===== src/hw/mspcr_pkg.sv =====
// package: address map, field layout and codes for the serial port config regs
package mspcr_pkg;
    // ------------------------------------------------------------
    // uart windows
    // ------------------------------------------------------------
    localparam int unsigned NUM_PORTS = 32'h8;
    localparam logic [11:0] WIN_STEP = 12'h200;
    localparam int unsigned WIN_BITS = 32'h9;
    localparam logic [11:0] PORT4_ALT_BASE = 12'he00;
    localparam logic [2:0] PORT4_ALT_IDX = 3'h3;
    // ------------------------------------------------------------
    // auxiliary region
    // ------------------------------------------------------------
    localparam logic [3:0] OFS_SEL_1_2 = 4'h4;
    localparam logic [3:0] OFS_SEL_3_4 = 4'h5;
    localparam logic [3:0] OFS_SEL_5_6 = 4'h6;
    localparam logic [3:0] OFS_SEL_7_8 = 4'h7;
    localparam logic [3:0] OFS_GPIO_IN = 4'h8;
    localparam logic [3:0] OFS_GPIO_DIR = 4'h9;
    localparam logic [3:0] OFS_TERM_OUT = 4'ha;
    localparam logic [7:0] RST_BYTE = 8'h00;
    localparam logic [7:0] ZERO_BYTE = 8'h00;
    // every line comes out of reset as an input
    localparam logic [7:0] OE_RST = 8'hff;
    localparam int unsigned NIB_LO = 32'h0;
    localparam int unsigned NIB_HI = 32'h4;
    // ------------------------------------------------------------
    // line modes
    // ------------------------------------------------------------
    localparam logic [3:0] IF_RS232 = 4'h0;
    localparam logic [3:0] IF_RS422 = 4'h1;
    localparam logic [3:0] IF_RS485_2W = 4'hf;
    localparam logic [3:0] IF_RS485_4W = 4'hb;
    typedef enum logic [3:0] {
        MSPCR_LM_232 = 4'h1,
        MSPCR_LM_422 = 4'h2,
        MSPCR_LM_485_2W = 4'h4,
        MSPCR_LM_485_4W = 4'h8
    } mspcr_mode_e;
    // ------------------------------------------------------------
    // baud reference
    // ------------------------------------------------------------
    localparam int unsigned REF_CLK_HZ = 32'he10000;
    localparam int unsigned BAUD_OVERSAMPLE = 32'h10;
    // ------------------------------------------------------------
    // carriers
    // ------------------------------------------------------------
    typedef struct packed {
        logic rd;
        logic wr;
        logic [3:0] addr;
        logic [7:0] wdata;
    } mspcr_aux_req_s;
    typedef struct packed {
        logic hit;
        logic [2:0] port;
        logic [8:0] offset;
    } mspcr_win_s;
endpackage : mspcr_pkg


===== src/hw/mspcr_regs.sv =====
// aux register region, uart window decode and line mode control
//
// Functional notes
// each port owns a 512 byte window
// four-port layout puts port 4 at 0xe00
// sixteen byte auxiliary region controls lines
// four bit selects packed two per byte
// select codes map to line modes
// four-port alternate: port 4 at 0x7
// byte 0x8 reads sampled gpio levels
// direction bit zero makes line input
// direction bit one drives output register
// byte 0xa drives termination switch lines
// divisor equals reference over sixteen baud
// software prefers memory space uart access
// unassigned aux bytes read zero, ignore writes
`timescale 1ns/1ns
module mspcr_regs (
    input wire logic ref_clk,
    input wire logic rst_n,
    input wire logic clk_en,
    input wire logic four_port,
    input wire mspcr_pkg::mspcr_aux_req_s aux_req,
    output logic [7:0] aux_rdata,
    output logic aux_rvalid,
    input wire logic [11:0] uart_addr,
    output mspcr_pkg::mspcr_win_s uart_win,
    input wire logic [7:0] gpio_in,
    output logic [7:0] gpio_out,
    output logic [7:0] gpio_oe_n,
    output logic [31:0] port_iface,
    output mspcr_pkg::mspcr_mode_e [7:0] port_mode
);
    // ------------------------------------------------------------
    // state
    // ------------------------------------------------------------
    logic [7:0] sel_byte [4];
    logic [7:0] next_sel_byte [4];
    logic [7:0] gpio_direction;
    logic [7:0] next_gpio_direction;
    logic [7:0] termination_output;
    logic [7:0] next_termination_output;
    logic [7:0] gin_s1, gin_s2, gin_s3, gpio_input_level;
    logic [7:0] next_gpio_input_level;
    logic [7:0] next_aux_rdata;
    logic next_aux_rvalid;
    mspcr_pkg::mspcr_win_s next_uart_win;
    logic [31:0] next_port_iface;
    mspcr_pkg::mspcr_mode_e [7:0] next_port_mode;
    logic [7:0] next_gpio_out, next_gpio_oe_n;
    logic four_q;

    // ------------------------------------------------------------
    // gpio input sampling
    // ------------------------------------------------------------
    // sampled input level
    always_comb begin
        next_gpio_input_level = gpio_input_level;
        for (int i = 0; i < 8; i++) begin
            // a change counts once stages two and three agree
            if (gin_s2[i] == gin_s3[i]) begin
                next_gpio_input_level[i] = gin_s3[i];
            end
        end
    end

    always_ff @(posedge ref_clk) begin
        if (!rst_n) begin
            gin_s1 <= mspcr_pkg::ZERO_BYTE;
            gin_s2 <= mspcr_pkg::ZERO_BYTE;
            gin_s3 <= mspcr_pkg::ZERO_BYTE;
            gpio_input_level <= mspcr_pkg::ZERO_BYTE;
            four_q <= 1'b0;
        end else if (clk_en) begin
            gin_s1 <= gpio_in;
            gin_s2 <= gin_s1;
            gin_s3 <= gin_s2;
            gpio_input_level <= next_gpio_input_level;
            four_q <= four_port;
        end
    end

    // ------------------------------------------------------------
    // aux register access
    // ------------------------------------------------------------
    // sixteen byte region
    always_comb begin
        for (int b = 0; b < 4; b++) begin
            next_sel_byte[b] = sel_byte[b];
        end
        next_gpio_direction = gpio_direction;
        next_termination_output = termination_output;
        next_aux_rdata = aux_rdata;
        next_aux_rvalid = aux_req.rd;
        if (aux_req.wr) begin
            unique case (aux_req.addr)
                mspcr_pkg::OFS_SEL_1_2: next_sel_byte[0] = aux_req.wdata;
                mspcr_pkg::OFS_SEL_3_4: next_sel_byte[1] = aux_req.wdata;
                mspcr_pkg::OFS_SEL_5_6: next_sel_byte[2] = aux_req.wdata;
                mspcr_pkg::OFS_SEL_7_8: next_sel_byte[3] = aux_req.wdata;
                // direction register write
                mspcr_pkg::OFS_GPIO_DIR: next_gpio_direction = aux_req.wdata;
                // termination output write
                mspcr_pkg::OFS_TERM_OUT:
                    next_termination_output = aux_req.wdata;
                // other writes ignored
                default: ;
            endcase
        end
        if (aux_req.rd) begin
            unique case (aux_req.addr)
                mspcr_pkg::OFS_SEL_1_2: next_aux_rdata = sel_byte[0];
                mspcr_pkg::OFS_SEL_3_4: next_aux_rdata = sel_byte[1];
                mspcr_pkg::OFS_SEL_5_6: next_aux_rdata = sel_byte[2];
                mspcr_pkg::OFS_SEL_7_8: next_aux_rdata = sel_byte[3];
                mspcr_pkg::OFS_GPIO_IN: next_aux_rdata = gpio_input_level;
                mspcr_pkg::OFS_GPIO_DIR: next_aux_rdata = gpio_direction;
                mspcr_pkg::OFS_TERM_OUT: next_aux_rdata = termination_output;
                // unassigned bytes read zero
                default: next_aux_rdata = mspcr_pkg::ZERO_BYTE;
            endcase
        end
    end

    always_ff @(posedge ref_clk) begin
        if (!rst_n) begin
            for (int b = 0; b < 4; b++) begin
                sel_byte[b] <= mspcr_pkg::RST_BYTE;
            end
            gpio_direction <= mspcr_pkg::RST_BYTE;
            termination_output <= mspcr_pkg::RST_BYTE;
            aux_rdata <= mspcr_pkg::ZERO_BYTE;
            aux_rvalid <= 1'b0;
        end else if (clk_en) begin
            for (int b = 0; b < 4; b++) begin
                sel_byte[b] <= next_sel_byte[b];
            end
            gpio_direction <= next_gpio_direction;
            termination_output <= next_termination_output;
            aux_rdata <= next_aux_rdata;
            aux_rvalid <= next_aux_rvalid;
        end
    end

    // ------------------------------------------------------------
    // line mode decode and gpio drive
    // ------------------------------------------------------------
    always_comb begin
        next_port_iface = '0;
        // two nibbles per byte, odd port low
        for (int p = 0; p < 8; p++) begin
            next_port_iface[p*4 +: 4] = sel_byte[p/2][(p%2)*4 +: 4];
        end
        // alternate layout: port 4 from 0x7 low nibble
        if (four_q) begin
            next_port_iface = '0;
            next_port_iface[3:0] = sel_byte[0][3:0];
            next_port_iface[7:4] = sel_byte[0][7:4];
            next_port_iface[11:8] = sel_byte[1][3:0];
            next_port_iface[15:12] = sel_byte[3][3:0];
        end
        // select codes to line mode; unknown codes fall back to 232
        for (int p = 0; p < 8; p++) begin
            unique case (next_port_iface[p*4 +: 4])
                mspcr_pkg::IF_RS422: next_port_mode[p] = mspcr_pkg::MSPCR_LM_422;
                mspcr_pkg::IF_RS485_2W:
                    next_port_mode[p] = mspcr_pkg::MSPCR_LM_485_2W;
                mspcr_pkg::IF_RS485_4W:
                    next_port_mode[p] = mspcr_pkg::MSPCR_LM_485_4W;
                default: next_port_mode[p] = mspcr_pkg::MSPCR_LM_232;
            endcase
        end
        // output lines follow the output register
        next_gpio_out = termination_output;
        next_gpio_oe_n = ~gpio_direction;
    end

    always_ff @(posedge ref_clk) begin
        if (!rst_n) begin
            port_iface <= '0;
            for (int p = 0; p < 8; p++) begin
                port_mode[p] <= mspcr_pkg::MSPCR_LM_232;
            end
            gpio_out <= mspcr_pkg::ZERO_BYTE;
            gpio_oe_n <= mspcr_pkg::OE_RST;
        end else if (clk_en) begin
            port_iface <= next_port_iface;
            port_mode <= next_port_mode;
            gpio_out <= next_gpio_out;
            gpio_oe_n <= next_gpio_oe_n;
        end
    end

    // ------------------------------------------------------------
    // uart window decode
    // ------------------------------------------------------------
    // window decode; R11 divisor lives inside each uart
    always_comb begin
        logic [2:0] idx;
        idx = uart_addr[11:9];
        next_uart_win.offset = uart_addr[8:0];
        next_uart_win.port = idx;
        next_uart_win.hit = 1'b1;
        if (four_q) begin
            // port 4 moved to step seven; steps 3..6 are holes
            next_uart_win.hit = (idx < mspcr_pkg::PORT4_ALT_IDX) ||
                (uart_addr[11:9] == mspcr_pkg::PORT4_ALT_BASE[11:9]);
            if (uart_addr[11:9] == mspcr_pkg::PORT4_ALT_BASE[11:9]) begin
                next_uart_win.port = mspcr_pkg::PORT4_ALT_IDX;
            end
        end
    end

    always_ff @(posedge ref_clk) begin
        if (!rst_n) begin
            uart_win <= '0;
        end else if (clk_en) begin
            uart_win <= next_uart_win;
        end
    end

    // ------------------------------------------------------------
    // checks
    // ------------------------------------------------------------
    a_unmapped_zero: assert property (
        @(posedge ref_clk) disable iff (!rst_n)
        clk_en && aux_req.rd && aux_req.addr < mspcr_pkg::OFS_SEL_1_2
        |=> aux_rdata == mspcr_pkg::ZERO_BYTE)
        else $error("unmapped byte not zero");
    a_high_zero: assert property (
        @(posedge ref_clk) disable iff (!rst_n)
        clk_en && aux_req.rd && aux_req.addr > mspcr_pkg::OFS_TERM_OUT
        |=> aux_rdata == mspcr_pkg::ZERO_BYTE)
        else $error("upper unmapped byte not zero");
    a_write_ignored: assert property (
        @(posedge ref_clk) disable iff (!rst_n)
        clk_en && aux_req.wr && (aux_req.addr < mspcr_pkg::OFS_SEL_1_2 ||
        aux_req.addr == mspcr_pkg::OFS_GPIO_IN ||
        aux_req.addr > mspcr_pkg::OFS_TERM_OUT)
        |=> $stable(gpio_direction) && $stable(termination_output))
        else $error("unmapped write took effect");
    a_rvalid_pulse: assert property (
        @(posedge ref_clk) disable iff (!rst_n)
        clk_en |=> aux_rvalid == $past(aux_req.rd))
        else $error("read valid not one cycle after read");
    a_read_dir: assert property (
        @(posedge ref_clk) disable iff (!rst_n)
        clk_en && aux_req.rd && aux_req.addr == mspcr_pkg::OFS_GPIO_DIR
        |=> aux_rdata == $past(gpio_direction))
        else $error("direction read wrong");
    a_dir_write: assert property (
        @(posedge ref_clk) disable iff (!rst_n)
        clk_en && aux_req.wr && aux_req.addr == mspcr_pkg::OFS_GPIO_DIR
        ##1 clk_en |=> gpio_oe_n == ~$past(aux_req.wdata, 2))
        else $error("direction write not applied");
    a_oe_follow: assert property (
        @(posedge ref_clk) disable iff (!rst_n)
        clk_en |=> gpio_oe_n == ~$past(gpio_direction))
        else $error("output enable not from direction");
    a_term_drive: assert property (
        @(posedge ref_clk) disable iff (!rst_n)
        clk_en && aux_req.wr && aux_req.addr == mspcr_pkg::OFS_TERM_OUT
        ##1 clk_en |=> gpio_out == $past(aux_req.wdata, 2))
        else $error("termination not driven");
    a_out_follow: assert property (
        @(posedge ref_clk) disable iff (!rst_n)
        clk_en |=> gpio_out == $past(termination_output))
        else $error("output lines not from output register");
    a_win_port: assert property (
        @(posedge ref_clk) disable iff (!rst_n)
        clk_en && !four_q && uart_addr == 12'h400 |=>
        uart_win.port == 3'h2 && uart_win.offset == 9'h000)
        else $error("window step wrong");
    a_win_offset: assert property (
        @(posedge ref_clk) disable iff (!rst_n)
        clk_en |=> uart_win.offset == $past(uart_addr[8:0]))
        else $error("window offset wrong");
    a_port4_alt: assert property (
        @(posedge ref_clk) disable iff (!rst_n)
        clk_en && four_q && uart_addr[11:9] == 3'h7 |=>
        uart_win.hit && uart_win.port == 3'h3)
        else $error("port four window wrong");
    a_hole_miss: assert property (
        @(posedge ref_clk) disable iff (!rst_n)
        clk_en && four_q && uart_addr[11:9] == 3'h3 |=> !uart_win.hit)
        else $error("hole decoded");
    a_sel_nibble: assert property (
        @(posedge ref_clk) disable iff (!rst_n)
        clk_en && !four_q && aux_req.wr &&
        aux_req.addr == mspcr_pkg::OFS_SEL_3_4 ##1 clk_en && !four_q
        |=> port_iface[15:12] == $past(aux_req.wdata[7:4], 2))
        else $error("port four nibble wrong");
    a_alt_upper: assert property (
        @(posedge ref_clk) disable iff (!rst_n)
        clk_en && four_q |=> port_iface[31:16] == '0)
        else $error("unused ports not cleared in four-port layout");
    a_mode_422: assert property (
        @(posedge ref_clk) disable iff (!rst_n)
        port_iface[7:4] == mspcr_pkg::IF_RS422
        |-> port_mode[1] == mspcr_pkg::MSPCR_LM_422)
        else $error("rs-422 mode decode wrong");
    a_mode_485: assert property (
        @(posedge ref_clk) disable iff (!rst_n)
        port_iface[3:0] == mspcr_pkg::IF_RS485_2W
        |-> port_mode[0] == mspcr_pkg::MSPCR_LM_485_2W)
        else $error("mode decode wrong");
    a_mode_4w: assert property (
        @(posedge ref_clk) disable iff (!rst_n)
        port_iface[15:12] == mspcr_pkg::IF_RS485_4W
        |-> port_mode[3] == mspcr_pkg::MSPCR_LM_485_4W)
        else $error("four-wire mode decode wrong");
    a_input_read: assert property (
        @(posedge ref_clk) disable iff (!rst_n)
        clk_en && aux_req.rd && aux_req.addr == mspcr_pkg::OFS_GPIO_IN
        |=> aux_rdata == $past(gpio_input_level))
        else $error("input level read wrong");
    a_input_agree: assert property (
        @(posedge ref_clk) disable iff (!rst_n)
        clk_en && gin_s2 == gin_s3
        |=> gpio_input_level == $past(gin_s3))
        else $error("settled input level not taken");
endmodule : mspcr_regs


===== config.mk =====
export PLATFORM = sky130hd
export DESIGN_NAME = mspcr_regs
export DESIGN_NICKNAME = d
export VERILOG_FILES = /design/src/hw/mspcr_pkg.sv /design/src/hw/mspcr_regs.sv
export SDC_FILE = /design/constraint.sdc
export NUM_CORES = 1
export LEC_CHECK = 0
export BUFFER_PORTS_ARGS = -buffer_cell sky130_fd_sc_hd__buf_2
export CORE_MARGIN = 3
export CORE_UTILIZATION = 35
export CTS_BUF_LIST = sky130_fd_sc_hd__clkbuf_16
export CTS_CLUSTER_SIZE = 24
export DETAILED_ROUTE_END_ITERATION = 12
export GPL_TIMING_DRIVEN = 1
export PLACE_DENSITY_LB_ADDON = 0.15
export SLEW_MARGIN = 25
export SYNTH_ARGS = -nofsm -noshare
export SYNTH_HDL_FRONTEND = slang
export SYNTH_SLANG_ARGS = --single-unit
export TNS_END_PERCENT = 1

===== constraint.sdc =====
create_clock -name ref_clk -period 4.56 [get_ports ref_clk]
set_input_delay 0.456 -clock ref_clk [delete_from_list [all_inputs] [get_ports ref_clk]]
set_output_delay 0.456 -clock ref_clk [all_outputs]
set_load 0.005 [all_outputs]

-- Word-level counts from Yosys, hierarchy flattened
Memory sizes are Yosys's and may differ from the RTL's.
Cells that the tools add are included.
Widths: inputs -> output; s select.
- register bits: 151
- memory bits (writable): 32
- bits of input ports: 38
- output and inout port bits: 102
- logic and storage cells: 114
- memories kept: 1
- memory list (memory ; words ; width ; rd ports ; clocked after Yosys merged registers in ; wr ports ; RTL line ; text):
    sel_byte ; 4 ; 8 ; 4 ; 0 ; 4 ; mspcr_regs.sv:37 ; logic [7:0] sel_byte [4];
- order comparisons: 1
- eq/ne operators: 40
- mux-type cells: 25
- bitwise gates (word level): 5
- reduce and logical (&&, ||, !) cells: 12
- operators by type and width (kind ; count):
    $pmux 4 s3 ; 8
    $eq 4x4->1 const B ; 19
    $mux 32 ; 2
    $mux 8 ; 8
    $pmux 8 s7 ; 1
    $eq 4x1->1 const B ; 8
    $reduce_and 2->1 ; 9
    $eq 4x3->1 const B ; 4
    $eq 1x1->1 ; 8
    $not 8->8 ; 1
    $reduce_and 3->1 ; 2
    $mux 1 ; 4
    $mux 4 ; 1
    $or 1x1->1 ; 4
    $eq 3x3->1 const B ; 1
    $lt 3x2->1 const B ; 1
    $mux 3 ; 1
    $logic_or 1x1->1 ; 1

-- Depth between registers and ports, before layout
- depth in word-level cells: 4
- depth in mapped cells: 7
- depth with buffers taken out: 4

-- Worst setup path after synthesis
No wires, ideal clock.
- path type: input to register
- start: input port aux_req[10] in the netlist's numbering
- end: memory sel_byte[2][0], in the netlist sel_byte[0][16], enable pin
- setup time: 384 ps
- data arrival time: 1523 ps
- required time: 4176 ps
- slack: 2653 ps
- stages on the path: 4
- path buffers: 1
- path through: nor2b_1 -> clkbuf_1 -> nand2_1 -> o21ai_0
- RTL lines (item ; RTL line ; text):
    start: declaration ; mspcr_regs.sv:23 ; input wire mspcr_pkg::mspcr_aux_req_s aux_req,
    end: declaration ; mspcr_regs.sv:37 ;

-- Final worst setup path
- start: input port clk_en
- end: register termination_output[5], in the netlist next_gpio_out[5]
- word-level cells in the longest chain between the ends: 1
- RTL lines (item ; RTL line ; text):
    start: declaration ; mspcr_regs.sv:21 ; input wire logic clk_en,
    $reduce_and 3->1 (no line) ; -- ;
    end signal: assignment ; mspcr_regs.sv:131 ; termination_output <= mspcr_pkg::RST_BYTE;
    end signal: assignment ; mspcr_regs.sv:139 ; termination_output <= next_termination_output;
    end: declaration ; mspcr_regs.sv:41 ; logic [7:0] termination_output;
Every way passes these cells.
A chain may end at the register's enable or synchronous reset.

==> summary.txt <==
Timing
  – Final worst slack: approximately 2.5 ns
  – RSZ-0062 raised after global routing: no
  – Post-Route Setup TNS: 0 ns
  – Final period utilization: between 40% and 50%
  – Max Clock Skew: between 0.01 and 0.015 ns
  – Slew headroom: 38.3%
  – Worst hold slack: approximately 0.29 ns
  – Final Hold Vio Count: 0
  – Max Clk Rate: between 0.4 and 0.5 GHz
  – Final Setup Violations: 0
  – Slew Viols, Final: 0
  – Min Tclk post-route: between 2 and 2.5 ns
  – Worst Tran Pin Value: approximately 0.9 ns

Setup path
  – Critical Path Max Stage Delay: between 0.7 and 0.8 ns
  – Crit-path cells: buf_6, nand3b_1, nor3b_2, mux2i_1, nor2b_1
  – WS Path Type: in -> reg
  – Slowest cell on the critical path: nor3b_2
  – Type of origin of the critical path: input pin
  – Delay-heaviest family, CP: simple AND/OR/NAND/NOR gates
  – Worst EP arrival: 2.35 ns
  – Crit path buffers/inverters: 1
  – CP endpoint kind: register
  – Worst Path Required: about 4.9 ns
  – Crit-path max FO: 59

Synth
  – Seq/Total Area, Yosys: around half
  – Synth Instances: between 700 and 800
  – Synth top area cells: dfxtp_1, edfxtp_1, mux2i_1
  – Synth Area in Compound Gates: around an eighth
  – Mapped Nets: approximately 780
  – Synth async-reset ratio: 0%
  – Share of the synthesized area in the top cell type: approximately 39%
  – Count leader, synth: dfxtp_1
  – Dominant synthesized flop cell: dfxtp_1
  – Post-Synth Simple-Gate Area: about a fifth
  – Distinct cells, synth: roughly 50
  – Largest family of logic cells by synthesized area: simple AND/OR/NAND/NOR gates
  – Synth warn: 0
  – Cell Area, Synth: 7700 µm²
  – Largest area contributor in the netlist: dfxtp_1
  – EDFF count, synth: 32
  – Post-synthesis mux area share: between 10% and 20%
  – Avg Synthesized Cell Area: roughly 10 µm²
  – Synth Area in Adders: 0%
  – Post-synth top cells: dfxtp_1, nor2b_1, mux2i_1
  – Synth Register Bits: between 150 and 200
  – Post-Synth XOR/XNOR Area: less than 1%

Die
  – Die area: about 24000 µm²
  – Initial Utilization: approximately 36%
  – Core Region: between 20000 and 25000 µm²
  – Die Y: 154 µm
  – Io pins: between 100 and 150
  – Die X: 154 µm
  – Num rows: 53

Layout
  – P&R area growth vs syn: 18.5%
  – Final core utilization: a little over two fifths
  – Final net count: about 880
  – Antenna Cells: 0
  – Share of cells above drive strength 1: between 20% and 30%
  – Fin cells: 1132
  – Fillers: 2079

Clock network
  – Post-CTS Setup Bufs: 0
  – CTS resizes: 0
  – Clock sinks: 183
  – Reg clk slew, reported paths: 0.07 ns
  – Hold_buf cts: 0
  – Num CTS Buffers: 17
  – H-tree depth: 4
  – Root buf cell: clkbuf_16
  – Worst-case clock buffer depth: 2
  – Clock Latency Late Sink: 0.43 ns
  – CTS tree: yes

Place
  – Dpl hpwl: around 14000 µm
  – Dpl cells: 1100
  – Gp weighted congestion: ~0.8
  – Dpl ws: ~1.9 ns
  – Port bufs: about 140

Outcome
  – Status: finished, final reports clean

GRT
  – Vias in the first global route: 5392
  – Initial antenna violation count: 0
  – First-pass GRT wire length: about 32000 µm
  – GRT Util Overall: 17.0%
  – Largest net degree at the start of global routing: 77
  – Total grt overflow: 0

Power
  – Worst VDD drop: roughly 0.25 mV
  – LEAKAGE: 3.78 nW
  – Power Density: a little under 400 nW/µm²

Routing
  – DRT iter0 DRCs: 408
  – Met2 WL post-DR: slightly above 9000 µm
  – Detailed Route WL: around 20000 µm
  – # DRC: 0
  – Top layer in use: met4
  – Vias: about 5700
  – Drt first pass iters: 5
  – Post-Route M1 WL: 9890 µm
  – Vias per cell: approximately 5.0
  – Drt wl/cell: approximately 18 µm
  – ANT nets after route: 0
  – WL met3: 957 µm

Worst hold path
  – Worst Hold Class: in -> reg

Run
  – Max cap viols: 0
sequential cells by signal, indices dropped and copies added, names as in the netlist:
register and flops:
sel_byte 32, gin_s3 8, aux_rdata 8, port_iface 32, port_mode 32, gpio_out 8
gpio_direction 8, aux_rvalid 1, next_gpio_out 8, four_q 1, gin_s2 8, gpio_input_level 8
gin_s1 8, uart_win 13, gpio_oe_n 8
per-stage QoR:
step / power [mW] / instance area (µm²)
6_report: 3.60 / 9120
5_1_grt: 3.76 / 9120
4_1_cts: 3.64 / 9120
3_5_place_dp: 2.12 / 8510
3_3_place_gp: 2.12 / 8510
2_1_floorplan: 1.99 / 7700
power by group:
group | internal, mW | total [mW] | switching (mW)
Combinational | 0.134 | 0.298 | 0.164
Sequential | 1.72 | 1.78 | 0.0687
Clock | 0.876 | 1.52 | 0.644
final timing paths:
path / endpoint / slack (ns) / startpoint / cells after the start
hold reg to reg: gpio_input_level[3] / 0.47 / gin_s3[3] / 2
setup / recovery: next_gpio_out[5] / 2.53 / clk_en / 5
hold / removal: four_q / 0.29 / four_port / 3
setup reg to reg: aux_rdata[3] / 2.98 / sel_byte[0][27] / 3
routing by layer:
metal | up-vias | track usage, %
li1 | 2837 | -
met1 | 2701 | 24.4
met2 | 115 | 26.0
met3 | 7 | 3.86
met4 | 0 | 4.12
met5 | - | 0
worst reg2reg max path: cells and delay by family (launching register included):
kind	cells	cell delay, ns
mux	1	0.59
compound gates	2	0.34
flops	1	0.54
logic make-up (layout without fill, tap and decap cells):
logic type	count (synthesis)	in the layout
AO/OA/AOI/OAI	140	140
XOR/XNOR	3	3
buffers and inverters	59	178
flip-flops	183	183
multiplexers	84	84
AND/OR/NAND/NOR	269	269
placed cells by master, fill, tap and decap left out, types with 17 or more instances in the layout:
master,n
a21boi_0,19
a21oi_1,18
and3_1,17
buf_2,137
clkbuf_16,19
dfxtp_1,151
edfxtp_1,32
mux2i_1,83
nand2_1,65
nor2b_1,105
o21ai_0,32
final cells by class:
type | count | area, µm² | area share (%)
Inverter | 2 | 7.51 | 0.0823
Sequential cell | 183 | 3980 | 43.7
Tap cell | 275 | 344 | 3.77
Clock inverter | 13 | 139 | 1.52
Clock buffer | 19 | 475 | 5.21
Timing Repair Buffer | 144 | 742 | 8.13
Multi-Input combinational cell | 496 | 3430 | 37.6
(Power assumes the default switching activity.)
